File: config.mk
export PLATFORM = sky130hd
export DESIGN_NAME = core_clock_output
export DESIGN_NICKNAME = d
export VERILOG_FILES = /design/src/rtl/clkpll_pkg.sv /design/src/rtl/sync_two.sv /design/src/rtl/core_clock_output.sv
export VERILOG_INCLUDE_DIRS = /design/src /design/src/rtl
export SDC_FILE = /design/constraint.sdc
export NUM_CORES = 1
export LEC_CHECK = 0
export BUFFER_PORTS_ARGS = -buffer_cell sky130_fd_sc_hd__buf_2
export CAP_MARGIN = 0
export CORE_AREA = 2 2 67 69
export DETAILED_ROUTE_END_ITERATION = 8
export DIE_AREA = 0 0 69 71
export HOLD_SLACK_MARGIN = 0.12
export PLACE_DENSITY = 0.8
export SETUP_SLACK_MARGIN = 0.15
export SLEW_MARGIN = 20
export SYNTH_ARGS = -nofsm -noshare
export SYNTH_HDL_FRONTEND = slang
export SYNTH_SLANG_ARGS = --single-unit
File: constraint.sdc
create_clock -name clk_i -period 1.5 [get_ports clk_i]
set_input_delay 0.45 -clock clk_i [delete_from_list [all_inputs] [get_ports clk_i]]
set_output_delay 0.45 -clock clk_i [all_outputs]
set_load 0.02 [all_outputs]
File: src/rtl/clkpll_map.svh
// Register offsets, field positions and reset values of the clock and strap block.
`ifndef CLKPLL_MAP_SVH
`define CLKPLL_MAP_SVH
`define CTRL_OFS 2'h0
`define STAT_OFS 2'h1
`define ADR_WORD_MSB 3
`define ADR_WORD_LSB 2
`define CTRL_PEN_BIT 0
`define CTRL_MF_LSB 4
`define CTRL_MF_MSB 7
`define CTRL_DF_LSB 8
`define CTRL_DF_MSB 11
`define FACTOR_ONE 4'h1
`define STAT_NMI_BIT 0
`define STAT_CORE_BIT 1
`define STAT_EXT_BIT 2
`define STAT_PEN_BIT 3
`endif

File: src/rtl/clkpll_pkg.sv
// Types shared by the clock output and strap block.
package clkpll_pkg;
  typedef struct packed {
    logic [31:0] adr;
    logic [31:0] dat;
    logic [3:0] sel;
    logic we;
    logic cyc;
    logic stb;
  } wb_req_type;

  typedef struct packed {
    logic [31:0] dat;
    logic ack;
  } wb_rsp_type;

  typedef enum logic [1:0] {
    CLK_DIV2 = 2'b00,
    CLK_BYPASS = 2'b01,
    CLK_LOCKED = 2'b10
  } clk_mode_type;

  typedef struct packed {
    logic pll_enable_bit;
    logic [3:0] mf;
    logic [3:0] df;
    logic ext_prev;
    logic div;
    logic core;
    logic nmi_samp;
    logic nmi_pend;
    logic nmi_req;
    logic ack;
    logic [31:0] rdat;
  } clk_state_type;
endpackage

File: src/rtl/sync_two.sv
// Two-flop synchroniser for a pin level entering the clk_i domain.
module sync_two (
  // Clock
  input wire logic clk_i,
  // Level
  input wire logic d_i,
  output logic q_o
);
  logic meta_q;
  logic stable_q;

  // No reset, so the strap level is already settled while reset is held.
  always_ff @(posedge clk_i) begin
    meta_q <= d_i;
    stable_q <= meta_q;
  end

  assign q_o = stable_q;
endmodule

File: src/rtl/core_clock_output.sv
// Clock output generation, PLL enable strap capture and NMI edge detection.
//
// The address map and the Wishbone interface to the registers were left to the implementer.
`include "clkpll_map.svh"

// What this block does
// - The clock output is always phase-aligned to the internal core clock.
// - With the PLL on and both factors equal to one the clock output also follows the input clock.
// - With the PLL off the clock output runs at exactly half the input clock frequency.
// - While reset is held the strap level is copied into the PLL enable bit.
// - After reset the shared pin is a falling-edge NMI request sampled on the clock output.
// - The clock output pin stays actively driven during reset.
module core_clock_output (
  // Clock and reset
  input wire logic clk_i,
  input wire logic rst_i,
  // Register bus
  input wire clkpll_pkg::wb_req_type wb_req_i,
  output clkpll_pkg::wb_rsp_type wb_rsp_o,
  // Pins
  input wire logic ext_clock_in_i,
  input wire logic strap_nmi_i,
  output logic crystal_drive_out_o,
  output logic core_clock_out_o,
  output logic core_clock_out_oe_o,
  // Core side
  output logic core_clock_o,
  output logic nmi_req_o,
  output clkpll_pkg::clk_mode_type clk_mode_o
);
  import clkpll_pkg::*;

  clk_state_type s_q;
  clk_state_type s_d;
  logic ext_s;
  logic strap_s;
  logic ext_rise;
  logic core_rise;
  logic nmi_fall;
  logic bus_hit;
  logic bus_wr;
  clk_mode_type mode;

  // Both pins are asynchronous to clk_i, so each passes two flops before any logic reads it.
  sync_two u_ext_sync (
    .clk_i(clk_i),
    .d_i(ext_clock_in_i),
    .q_o(ext_s)
  );

  sync_two u_strap_sync (
    .clk_i(clk_i),
    .d_i(strap_nmi_i),
    .q_o(strap_s)
  );

  function automatic logic factors_one(input logic [3:0] mf, input logic [3:0] df);
    factors_one = (mf == `FACTOR_ONE) && (df == `FACTOR_ONE);
  endfunction

  always_comb begin
    s_d = s_q;
    // The analog loop is not modelled, so a locked PLL also tracks the input phase.
    if (!s_q.pll_enable_bit) begin
      mode = CLK_DIV2;
    end else if (factors_one(s_q.mf, s_q.df)) begin
      mode = CLK_BYPASS;
    end else begin
      mode = CLK_LOCKED;
    end
    ext_rise = ext_s & ~s_q.ext_prev;
    bus_hit = wb_req_i.cyc & wb_req_i.stb;
    bus_wr = bus_hit & wb_req_i.we & s_q.ack;
    s_d.ext_prev = ext_s;
    if (ext_rise) begin
      s_d.div = ~s_q.div;
    end
    s_d.core = (mode == CLK_DIV2) ? s_q.div : ext_s;
    core_rise = s_d.core & ~s_q.core;
    nmi_fall = core_rise & s_q.nmi_samp & ~strap_s;
    s_d.nmi_req = nmi_fall;
    if (core_rise) begin
      s_d.nmi_samp = strap_s;
    end
    // Ack lasts one cycle; a master that keeps its strobe up is simply answered again.
    s_d.ack = bus_hit & ~s_q.ack;
    s_d.rdat = '0;
    if (bus_hit && !s_q.ack && !wb_req_i.we) begin
      case (wb_req_i.adr[`ADR_WORD_MSB:`ADR_WORD_LSB])
        `CTRL_OFS: begin
          s_d.rdat[`CTRL_PEN_BIT] = s_q.pll_enable_bit;
          s_d.rdat[`CTRL_MF_MSB:`CTRL_MF_LSB] = s_q.mf;
          s_d.rdat[`CTRL_DF_MSB:`CTRL_DF_LSB] = s_q.df;
        end
        `STAT_OFS: begin
          s_d.rdat[`STAT_NMI_BIT] = s_q.nmi_pend;
          s_d.rdat[`STAT_CORE_BIT] = s_q.core;
          s_d.rdat[`STAT_EXT_BIT] = ext_s;
          s_d.rdat[`STAT_PEN_BIT] = s_q.pll_enable_bit;
        end
        default: begin
          s_d.rdat = '0;
        end
      endcase
    end
    if (bus_wr && wb_req_i.adr[`ADR_WORD_MSB:`ADR_WORD_LSB] == `CTRL_OFS) begin
      if (wb_req_i.sel[0]) begin
        s_d.pll_enable_bit = wb_req_i.dat[`CTRL_PEN_BIT];
        s_d.mf = wb_req_i.dat[`CTRL_MF_MSB:`CTRL_MF_LSB];
      end
      if (wb_req_i.sel[1]) begin
        s_d.df = wb_req_i.dat[`CTRL_DF_MSB:`CTRL_DF_LSB];
      end
    end
    // A new edge in the clearing cycle keeps the flag set.
    if (bus_wr && wb_req_i.adr[`ADR_WORD_MSB:`ADR_WORD_LSB] == `STAT_OFS && wb_req_i.sel[0]
        && wb_req_i.dat[`STAT_NMI_BIT]) begin
      s_d.nmi_pend = 1'b0;
    end
    if (nmi_fall) begin
      s_d.nmi_pend = 1'b1;
    end
    if (rst_i) begin
      s_d = '0;
      s_d.pll_enable_bit = strap_s;
      s_d.mf = `FACTOR_ONE;
      s_d.df = `FACTOR_ONE;
      s_d.ext_prev = ext_s;
      // Tracking the pin level keeps a strap held low from looking like an edge after reset.
      s_d.nmi_samp = strap_s;
    end
  end

  always_ff @(posedge clk_i) begin
    s_q <= s_d;
  end

  assign core_clock_out_o = s_q.core;
  assign core_clock_o = s_q.core;
  assign core_clock_out_oe_o = 1'b1;
  assign crystal_drive_out_o = ~s_q.ext_prev;
  assign nmi_req_o = s_q.nmi_req;
  assign wb_rsp_o.ack = s_q.ack;
  assign wb_rsp_o.dat = s_q.rdat;
  assign clk_mode_o = mode;
endmodule

### Word level (Yosys, flattened, before mapping)

Cells that the tools add are included.

* register bits after elaboration: 52
* input port bits: 75
* output and inout port bits: 40
* word-level logic and storage cells: 73

* equal/unequal tests: 3
* muxes and demuxes: 15
* bitwise gates (word level): 16
* reduce and logical (&&, ||, !) cells: 21

Operators by type and width (number)
* 48-bit two-way mux: 1
* 12-bit two-way mux: 1
* 9-bit two-way mux: 1
* 1-bit AND: 8
* 4-bit by 1-bit == test with 1-bit output, second input constant: 2
* 8-bit two-way mux: 1
* 1-bit NOT: 8
* 2-bit nonzero test: 4
* 1-bit logical AND: 7
* 2-bit AND reduction: 3
* 3-bit OR reduction: 2
* 1-bit two-way mux: 5
* 5-bit two-way mux: 1
* 2-bit zero test: 2
* 2-bit two-way mux: 2
* 4-bit two-way mux: 1
* 3-bit two-way mux: 1
* 2-bit by 1-bit == test with 1-bit output, second input constant: 1
* 1-bit zero test: 2
* 1-bit case mux with 2 select lines: 1
* 2-bit OR reduction: 1

### Logic depth before layout (Yosys ltp)

Gate-level depths: netlist of the first run.

* depth in word-level cells: 11
* mapped depth: 4
* mapped depth without buffers: 3

### Modules after synthesis

From an unflattened synthesis of the first run, not the netlist that was laid out.

* cell total of the unflattened synthesis: 142
* area total of the unflattened synthesis: 1405.1 µm²

Modules (own cells, without submodules)
* core_clock_output: times used 1, cells each 138, area each 1325.0 µm², sequential area each 580.6 µm²
* sync_two: times used 2, cells each 2, area each 40.0 µm², sequential area each 40.0 µm²

### Worst setup path before layout of the first run

No wires, ideal clock.

* path kind: input to register
* start point: input wb_req_i[41] in the netlist's numbering
* end point: register s_q[47] in the netlist's numbering (enable)
* library setup time: 0.290 ns
* arrival time: 1.216 ns
* data required time: 1.210 ns
* path slack: -0.006 ns
* stages: 3
* buffers on the path: 1
* path through: buf_2 > nor4_4 > or2_2

* longest elaborated chain between the ends: 4

RTL lines
* from (decl): line core_clock_output.sv:18 `input wire clkpll_pkg::wb_req_type wb_req_i,`
* 2-bit zero test
* 1-bit logical AND (no line)
* 2-bit nonzero test (no line)
* 2-bit AND reduction (no line)
* to (signal assigned): line core_clock_output.sv:135 `s_q <= s_d;`
* to (decl): line core_clock_output.sv:33 `clk_state_type s_q;`

Every way passes these cells.
A chain may end at the register's enable or synchronous reset.

### Worst setup path after layout of the first run

* start point: register s_q[41] in the netlist's numbering
* end point: output clk_mode_o[0]

* longest elaborated chain between the ends: 4

RTL lines
* 4-bit by 1-bit == test with 1-bit output (no line)
* 1-bit logical AND: line core_clock_output.sv:58 `` factors_one = (mf == `FACTOR_ONE) && (df == `FACTOR_ONE); ``
* 2-bit two-way mux: line core_clock_output.sv:66 `end else if (factors_one(s_q.mf, s_q.df)) begin`
* 2-bit two-way mux: line core_clock_output.sv:64 `if (!s_q.pll_enable_bit) begin`
* to (decl): line core_clock_output.sv:29 `output clkpll_pkg::clk_mode_type clk_mode_o`

Every way passes these cells.

==> metrics list, run 1 <==
- Setup violations remaining at the end of the flow were counted as 2.
- Sort of element at the start of the critical path: flop
- The final layout contains routed wiring with a total length of roughly 2400 um.
- Data arrival time of the critical path: 1260 ps
- Once routing completed, OpenROAD measured the worst setup slack at -213.4 ps.
* Synth Area in Compound Gates: 0.01870
- Summed over all cells, the static leakage comes to 0.8135 nW.
- Number of rows created at floorplan: 24
- Max-cap violations in this run came to 0.
* Share of layout cells above drive strength 1: 0.3807
- From synthesis to final layout, the design area changed by 17.63%.
* YS warnings: 0
- Pin count of the biggest net entering global routing: 13
- Total global routing overflow: 0
* CTS tree: yes
- Of the total synthesized cell area, the portion taken by AND, OR, NAND and NOR gates is 0.2217.
- The core region is 4204 sq um.
- The congestion estimate from routability-driven global placement came to 0.7370.
- The worst-case IR drop observed on VDD is around 0.35 mV.
- The number of antenna violations at the first check in global routing is 0.
- The die is 71 um tall.
- For this run, design rule violations remaining after detail routing come to 0.
* Stage delay of the slowest cell on the critical path: roughly 340 ps
- ANT nets after route: 0
* Category of the most critical setup path: flop to output pin
- Seq/Total Area, Yosys: 0.4702
- The worst path in the final design needs a cycle of approximately 1700 ps, including I/O delays and setup.
- In the final design database the tool counted 250 nets.
- # port buffers: 38
- STA classifies the critical path endpoint as an output pin.
- Maximum buffer depth of the clock tree: 2
* Mux contribution to synthesized area: 0.07124
- Setup repair after global routing could not meet its margin everywhere.
* Number of library cell types mapped by synthesis: 29
* Routed wire length per instance: about 10 um
* Number of post-CTS setup repair buffers: 0
* DRT iter0 DRCs: 29
* Die extent in x: approximately 69 um
- Vias per Instance: a little over 4
* Vias after detailed routing: between 900 and 1000
* Largest fanout of any net on the critical path: 3
* Required time of the worst setup path: around 1100 ps
- Number of buffers added to fix hold violations after cts: 0
- HP Class: input port to flop
* Share of the synthesized netlist area taken by xor and xnor gates: 0.006233
- Number of H-tree branching levels: 2
* First-pass GRT wire length: 3781 um
* Post-detailed-placement half-perimeter wirelength: ~1900 um
* Power density over cell area: approximately 1000 nW/um^2
- Worst hold slack after final layout: between 200 and 300 ps
* Failing checks: negative setup slack
* Adder and majority gate portion of the synthesized area: 0
* Result of the run: finished, violations left
* Clock root buffer master: clkbuf_8
- Worst path cell trace: nor4b_4 -> and3_4 -> buf_6
- Hold Violations, Final: 0
* Slowest library cell on the worst path: dfxtp_2
* Post-synthesis instance area: ~1400 sq um
* Synthesized area per cell: 9.895 sq um
- Period utilization: 1.142
- Worst-Skew Late Latency: between 200 and 300 ps
- Power comes to around 1.7 mW.
- CTS Buf Count: 5
- Derived from the worst setup path, the maximum achievable clock frequency is about 580 MHz.
- Pins over their slew limit: 0
- Clock tree synthesis found a total of 32 sinks.
- Fin Clk Skew: around 4.7 ps
* Number of global-route vias before repair: a little under 900
- The repair_antennas step left the layout with diodes totalling 0.
- In the global route stage, overall resource usage came out at 0.1009.
* Total die area: ~4900 sq um
* Initial Util: 0.3342
* Number of storage elements in the synthesis netlist: 32
* Top-Level Pins: roughly 120
* Cells after synthesis: 142
- By area, the combinational part of the netlist is dominated by simple AND/OR/NAND/NOR gates.
* Clock-pin transition on the worst setup and hold timing paths: 70 ps
* Drt first pass iters: 4
==> worst max-delay path, delay by kind of cell (launching register included) <==
kind / cells / cell delay, ps
and+or+nand+nor: 2 / 540
buffers and inverters: 1 / 110
DFF: 1 / 340
==> cell usage after synthesis <==
master     n  area share
nor4_4     2       0.030
xnor2_1    1      0.0062
conb_1     2      0.0053
nand2_1   16       0.043
nor3_2     1      0.0071
o21ai_1    1      0.0036
o21ai_0    1      0.0036
edfxtp_1   2       0.043
nor3_1     2      0.0071
or4_1      1      0.0053
inv_1      4       0.011
and3_1     4       0.018
buf_4     35        0.19
or3_1      1      0.0045
a21boi_0   1      0.0053
nor2b_1    1      0.0045
nand2b_1   2      0.0089
nand3_1    1      0.0036
clkbuf_1   2      0.0053
mux2i_1   10       0.071
dfxtp_1   30        0.43
nor4b_1    2       0.012
or2_2      1      0.0045
nor2_1     7       0.019
nor4_1     1      0.0045
nand3b_4   1       0.014
buf_2      1      0.0036
o311ai_0   1      0.0062
and2_1     8       0.036
==> timing repair <==
action / in CTS / in global routing
gates resized for setup: 8 / 4
hold endpoints to repair: 0 / 0
pin swaps: 4 / 3
endpoints found under the setup margin: 2 / 4
==> final timing paths <==
kind	start	to	slack (ps)	cells after the start
max reg2reg	wb_rsp_o[0]	wb_rsp_o[9]	280	4
max	s_q[41]	clk_mode_o[0]	-210	3
min reg2reg	u_ext_sync.meta_q	u_ext_sync.q_o	330	0
min	strap_nmi_i	u_strap_sync.meta_q	260	1
==> cell type report <==
cell class,count,area (sq um)
Clock buffer,6,82.58
Clock inverter,2,10.01
Fill cell,429,2551
Inverter,4,15.01
Multi-Input combinational cell,87,560.5
Sequential cell,32,668.1
Tap cell,52,65.06
Timing Repair Buffer,45,251.5
==> report_power, final <==
part           total [mW]  internal, mW  switching [mW]
combinational       0.167        0.0561           0.111
clock               0.671         0.365           0.306
sequential          0.892         0.880          0.0123
total                1.73          1.30           0.429
==> layout by cell type (no fill, tap or decap), types with 3 or more instances in the layout <==
cell / count
nand2_1: 16
nor2_1: 7
and2_1: 8
mux2i_1: 10
inv_1: 4
dfxtp_1: 24
and3_1: 3
dfxtp_2: 6
buf_2: 36
buf_4: 8
clkbuf_8: 6
conb_1: 21
==> sequential cells by signal (all words and copies together) (netlist names) <==
signal               count
s_q                     13
wb_rsp_o                13
core_clock_o             1
nmi_req_o                1
u_ext_sync.meta_q        1
u_ext_sync.q_o           1
u_strap_sync.meta_q      1
u_strap_sync.q_o         1
==> layer usage <==
| layer | routed length (um) | GRT usage | part of all wire | vias to the layer above |
|---|---|---|---|---|
| li1 | - | - | - | 468 |
| met1 | 873 | 0.09700 | 0.37 | 414 |
| met2 | 1206 | 0.1699 | 0.51 | 39 |
| met3 | 238 | 0.05271 | 0.10 | 5 |
| met4 | 68 | 0.06536 | 0.028 | 0 |
| met5 | 0 | 0 | 0 | - |
==> kinds of logic (layout without fill, tap and decap cells) <==
logic type	Yosys count	count (layout)
xor+xnor	1	1
mux	10	10
simple gates	51	51
compound gates	4	4
other cells	2	21
buf+inv	42	57
flops	32	32
==> stage by stage <==
stage                     instances  setup slack (ps)    util  cell area (sq um)  TNS, ps
after global placement          220             37.33  0.3622               1523        0
after CTS                       228            -202.3  0.3920               1648   -342.8
after global routing            228            -256.3  0.3932               1653   -483.0
after floorplan                 161             21.67       -               1496        0
after detailed placement        220             10.58  0.3622               1523        0
final                           228            -213.4  0.3932               1653   -379.9
No activity file was read; power rests on OpenSTA's default activity.
==> run 2, diff against run 1 <==
- SYNTH_HIERARCHICAL: unset -> 1
==> metrics list, run 2 <==
- Derived from the worst setup path, the maximum achievable clock frequency is around 580 MHz.
- Sort of element at the start of the critical path: flop
* Placed instance area: around 1500 sq um
- By area the synthesized netlist is led by dfxtp_1, buf_4, mux2i_1.
- GP Congestion: around 0.74
- In this run, synthesis produced a sequential element count of 32.
- Total global routing overflow: 0
- Post-CTS timing repair inserted 0 buffers for setup.
- The number of antenna diodes in the final layout is 0.
- The floorplan has 24 rows.
- Worst-Skew Late Latency: roughly 280 ps
* Drt first pass iters: 4
- The number of antenna violations at the first check in global routing came to 0.
- Post-synthesis instance area: between 1000 and 1500 sq um
- After filler insertion, the fill cell instance count of the layout stands at roughly 430.
* Layout Cell Area excl Fill: 1653 sq um
- Final period demand of the worst path: 1713 ps
- Sw power: roughly 430 uW
- In the layout the commonest cells are buf_2, dfxtp_1, conb_1.
- STA classifies the critical path endpoint as an output pin.
- Pre-CTS worst setup slack: approximately 11 ps
* # port buffers: 38
- Vertical extent of the die: around 70 um
- Counting every sink on the clock net gives 32.
* Share of total power in combinational logic: 0.096
* ANT nets after route: 0
- Startpoint of the lowest-slack register-to-register path: wb_rsp_o[0]
- Number of synthesized flops with an enable pin: 2
- Dividing total power by cell area gives a power density of 1047 nW/um^2.
- By startpoint and endpoint, the worst setup path is classified as flop to output pin.
- The H-tree generated during clock tree synthesis spans 2 levels.
- YS warnings: 6
* Total die area: a little under 5000 sq um
- Top-Level Pins: approximately 120
- In the global route stage, overall resource usage came out at 0.1009.
- The first global-routing pass estimated approximately 3800 um of wire.
* HP Class: input port to flop
- In the final layout, the share of cells above drive strength 1 is 0.3807.
- Hold Violations, Final: 0
- For this run, the post-layout net count is 250.
- For this design the static power due to leakage is ~0.81 nW.
- Top_reg_cell synth: dfxtp_1
* Int Pwr: 1.301 mW
- The share of total power dissipated in sequential elements is 0.516.
* Clock-pin transition on the worst setup and hold timing paths: approximately 70 ps
* Switching portion of total power: 0.2478
- Area of the multi-input gates: 560.5 sq um
- The wire-length estimate of the detail-placed layout is roughly 1900 um.
- In the post-synthesis netlist, the cell with the most instances is buf_4.
- Reg2reg path depth: 4
* Worst setup path start: s_q[41]
- Clock skew on the completed layout was measured at between 4 and 5 ps.
- CTS tree: yes
* Library cell occupying the most area in the post-synthesis netlist: dfxtp_1
- Pins over their slew limit: 0
- The number of different library cells used by synthesis comes to 29.
- Setup repair after global routing could not meet its margin everywhere.
- The detailed router finished its first iteration with 32 violations.
- Setup slack of the critical path after layout: -213.4 ps
* CTS Buf Count: 5
- The area growth from synthesis to layout is 17.63%.
- Synthesis produced roughly 140 cells.
- Summed over all layers, the routed wires come to around 2400 um.
* Pin count of the biggest net entering global routing: 13
- Worst vdd rail ir drop: 0.3498 mV
- Vias after detailed routing: 926
- Required time of the worst setup path: between 1000 and 1500 ps
* Most common cell after layout, fill and taps aside: buf_2
* Max-cap violations: 0
- Failing checks: negative setup slack
- After detailed routing, the number of remaining DRC violations is 0.
* Power Total: about 1.7 mW
- The share of total power dissipated in the clock network is 0.388.
- Worst setup endpoint: clk_mode_o[0]
* Routed wire length per instance: about 10 um
* Initial Util: 0.3342
- Die extent in x: ~70 um
- Along the worst path, the maximum fanout reaches 3.
- Data on the critical path arrives at its endpoint at around 1300 ps.
- Maximum buffer depth of the clock tree: 2
* Number of global-route vias before repair: just under 900
- The commonest cells after synthesis are buf_4, dfxtp_1, nand2_1, mux2i_1, and2_1.
* Share of Yosys cell area claimed by the top area cell type: 0.4274
- Setup slack on the worst flop-to-flop path: between 200 and 300 ps
- Async SR Flop Fraction: 0
- Using the TritonRoute via totals, the vias-per-cell ratio works out to ~4.1.
* Result of the run: finished, violations left
- Synthesized area per cell: between 9 and 10 sq um
- Seq/Total Area, Yosys: 0.4702
- In this run the critical register-to-register path is captured at wb_rsp_o[9].
- Sequential standard cell area: around 670 sq um
* Number of setup violations in the final report: 2
- Period utilization: 1.142
- The core region is 4204 sq um.
- The root buffer cell chosen for the clock tree is clkbuf_8.
[run 2: cell counts after synthesis]
No cell type changed its count.
[run 2: cell type report]
| class | count | area share |
|---|---|---|
| sequential | 32 | 0.4042 |
| clock buffer | 6 | 0.04996 |
| clock inverter | 2 | 0.006056 |
| timing repair buffer | 45 | 0.1522 |
| tap | 52 | 0.03936 |
| inverter | 4 | 0.009084 |
| multi-input combinational | 87 | 0.3391 |
[run 2: worst min path at each step]
stage	from	end	slack, ps	depth (start not counted)
2_1_floorplan	u_ext_sync/meta_q	u_ext_sync/q_o	310	0
3_3_place_gp	u_strap_sync/meta_q	u_strap_sync/q_o	310	0
3_5_place_dp	u_strap_sync/meta_q	u_strap_sync/q_o	310	0
4_1_cts	ext_clock_in_i	u_ext_sync/meta_q	260	1
5_1_grt	strap_nmi_i	u_strap_sync/meta_q	260	1
6_report	strap_nmi_i	u_strap_sync/meta_q	260	1
[run 2: per-layer routing]
metal / vias to the layer above / share of wire / global-route usage
met5: - / 0 / 0
met4: 0 / 0.028 / 0.06536
met3: 5 / 0.10 / 0.05271
met2: 39 / 0.51 / 0.1699
met1: 414 / 0.37 / 0.09700
li1: 468 / - / -
[run 2: metrics by stage]
stage	utilization	setup TNS [ps]	hold slack (ps)	instances
2_1_floorplan	-	0	309.6	161
3_3_place_gp	0.3622	0	311.4	220
3_5_place_dp	0.3622	0	313.6	220
4_1_cts	0.3920	-342.8	258.8	228
5_1_grt	0.3932	-483.0	256.1	228
6_report	0.3932	-379.9	264.1	228
[run 2: cell families after synthesis]
kind of cell	Yosys count	share of synthesized area
AOI/OAI and AO/OA	4	0.01870
xor gates and xnor gates	1	0.006234
buffers and inverters	42	0.2066
DFF	32	0.4702
muxes	10	0.07124
other	2	0.005345
and+or+nand+nor	51	0.2217
[run 2: power groups by stage]
stage | combinational, mW | clock [mW] | sequential, mW
global route | 0.180 | 0.722 | 0.894
CTS | 0.167 | 0.690 | 0.892
floorplan | 0.157 | 0 | 0.911
detailed placement | 0.162 | 0 | 0.911
global placement | 0.160 | 0 | 0.910
finish | 0.167 | 0.671 | 0.892
[run 2: worst max-delay path, stage by stage (launching register included)]
cell     delay, ps
dfxtp_2        340
nor4b_4        310
and3_4         230
buf_6          110
[run 2: timing repair]
item	in CTS	in global routing
pin swaps	4	3
hold buffers	0	0
resized for setup	8	4
gates cloned	0	0
endpoints found under the setup margin	2	4
==> run 3, diff against run 2 <==
- CORE_AREA: 2 2 67 69 -> 2 2 65 67
- DIE_AREA: 0 0 69 71 -> 0 0 67 69
- PLACE_DENSITY: 0.8 -> 0.81
- clock period: 1.5 -> 1.6 ns (I/O delays scaled with it)
==> metrics list, run 3 (same netlist as run 2, synthesis figures left out) <==
- The final layout contains routed wiring with a total length of roughly 2400 um.
- Total global routing overflow: 0
* Initial Util: 0.3590
* Vertical extent of the die: just under 70 um
- The congestion estimate from routability-driven global placement came to 0.7530.
* Post-detailed-route DRC marker count: 0
* Data arrival time of the critical path: about 1300 ps
- Kind of end point of the critical path: output pin
- The number of max-slew violations in the final report is 0.
* Number of antenna violations at the first check in global routing: 0
- For the worst setup path, the data required time is roughly 1100 ps.
- The tightest min-delay check is of the input port to flop type.
- Number of rows created at floorplan: 23
- Stage delay of the slowest cell on the critical path: ~390 ps
- Worst-Skew Late Latency: 280 ps
* Antenna diode count: 0
- Based on the critical path, the design can be clocked at up to around 570 MHz.
- For this run, the total global-route usage over all layers was measured as 0.1129.
- Layout Area Growth over Synthesis: 17.45%
- Total power for the finished layout comes to roughly 1.7 mW.
* Worst path cell trace: nor4b_4 -> and3_1 -> buf_6
- Setup repair after global routing could not meet its margin everywhere.
* Vias after detailed routing: 907
- VDD sags by at most roughly 0.5 mV.
- Entering global routing, the biggest net connects 14 pins.
* Max-cap violations: 0
- Port buffering added 38 buffers.
- Setup violations remaining at the end of the flow were counted as 2.
- Result of the run: finished, violations left
- Slowest library cell on the worst path: dfxtp_1
* First-pass GRT wire length: ~3800 um
* Core ar.: 3914 sq um
- CTS built an H-tree with a depth of 2.
- The number of global-route vias before repair is about 860.
- Leak Pwr: roughly 0.8 nW
* Total die area: roughly 4600 sq um
- Top-Level Pins: 115
* Family with the most delay on the worst path: simple AND/OR/NAND/NOR gates
- Category of the most critical setup path: flop to output pin
- Pre-CTS worst setup slack: around 31 ps
- DRT iter0 DRCs: 18
* Fin Clk Skew: 5.155 ps
- Sort of element at the start of the critical path: flop
- TritonCTS built the clock tree.
* Largest fanout of any net on the critical path: 3
- Failing checks: negative setup slack
- The pre-antenna-repair detailed-routing pass consisted of 4 iterations.
- Power density over cell area: between 1000 and 1500 nW/um^2
* ANT nets after route: 0
* Highest-count cells in the layout ignoring fill and taps: buf_2, dfxtp_1, conb_1
- In this run the clock root is driven by a clkbuf_8.
- Number of buffers added to fix hold violations after cts: 0
- Most common cell after layout, fill and taps aside: buf_2
* Maximum buffer depth of the clock tree: 2
- Hold Violations, Final: 0
* Vias per Instance: around 4.0
* Worst Path Buf+Inv: 1
* CTS Buf Count: 5
- Setup slack of the critical path after layout: -160.6 ps
- Clock-pin transition on the worst setup and hold timing paths: 60 ps
* Period utilization: 1.100
* Routed wire length per instance: 10.81 um
* Share of layout cells above drive strength 1: 0.3580
* Net count of the finished layout: between 200 and 300
- For the finished layout, the period the worst path requires is ~1800 ps.
* Die extent in x: around 67 um
* # clock sinks: 32
- The filler cells instantiated in the layout total between 400 and 500.
- Post-detailed-placement half-perimeter wirelength: approximately 1800 um
-- run 3: per-layer routing --
layer / share of wire / up-vias / global-route usage
li1: - / 470 / -
met1: 0.40 / 394 / 0.1187
met2: 0.48 / 37 / 0.1793
met3: 0.088 / 6 / 0.05220
met4: 0.027 / 0 / 0.06803
met5: 0 / - / 0
-- run 3: per-stage QoR --
stage / std cells / util / TNS [ps] / instance area (sq um) / hold WS [ps]
after global routing: 226 / 0.4217 / -314.5 / 1650 / 287.1
after detailed placement: 215 / 0.3792 / 0 / 1484 / 312.1
after global placement: 215 / 0.3792 / 0 / 1484 / 310.3
after CTS: 225 / 0.4172 / -195.2 / 1633 / 290.0
final: 226 / 0.4217 / -280.3 / 1650 / 297.1
after floorplan: 161 / - / 0 / 1476 / 309.6
-- run 3: what timing repair did --
item / CTS / global route
endpoints found under the setup margin: 2 / 2
gates resized for setup: 8 / 2
buffers inserted: 2 / 1
pin swaps: 3 / 2
-- run 3: final cells by class --
type / count / area (sq um) / area share
inverter: 4 / 15.01 / 0.009098
timing repair buffer: 45 / 249.0 / 0.1509
sequential: 32 / 665.6 / 0.4033
clock inverter: 1 / 5.005 / 0.003033
multi-input combinational: 87 / 555.5 / 0.3366
tap: 50 / 62.56 / 0.03791
clock buffer: 7 / 97.59 / 0.05914
-- run 3: final timing paths --
kind | startpoint | to | slack [ps] | cells after the start
hold / removal | ext_clock_in_i | u_ext_sync/meta_q | 300 | 1
setup / recovery | s_q[43] | clk_mode_o[0] | -160 | 3
hold reg to reg | u_ext_sync/meta_q | u_ext_sync/q_o | 330 | 0
setup reg to reg | wb_rsp_o[0] | s_q[47] | 280 | 3
-- run 3: where the power goes --
group	switching (mW)	internal, mW
logic	0.104	0.0495
clock network	0.288	0.398
registers	0.0129	0.824
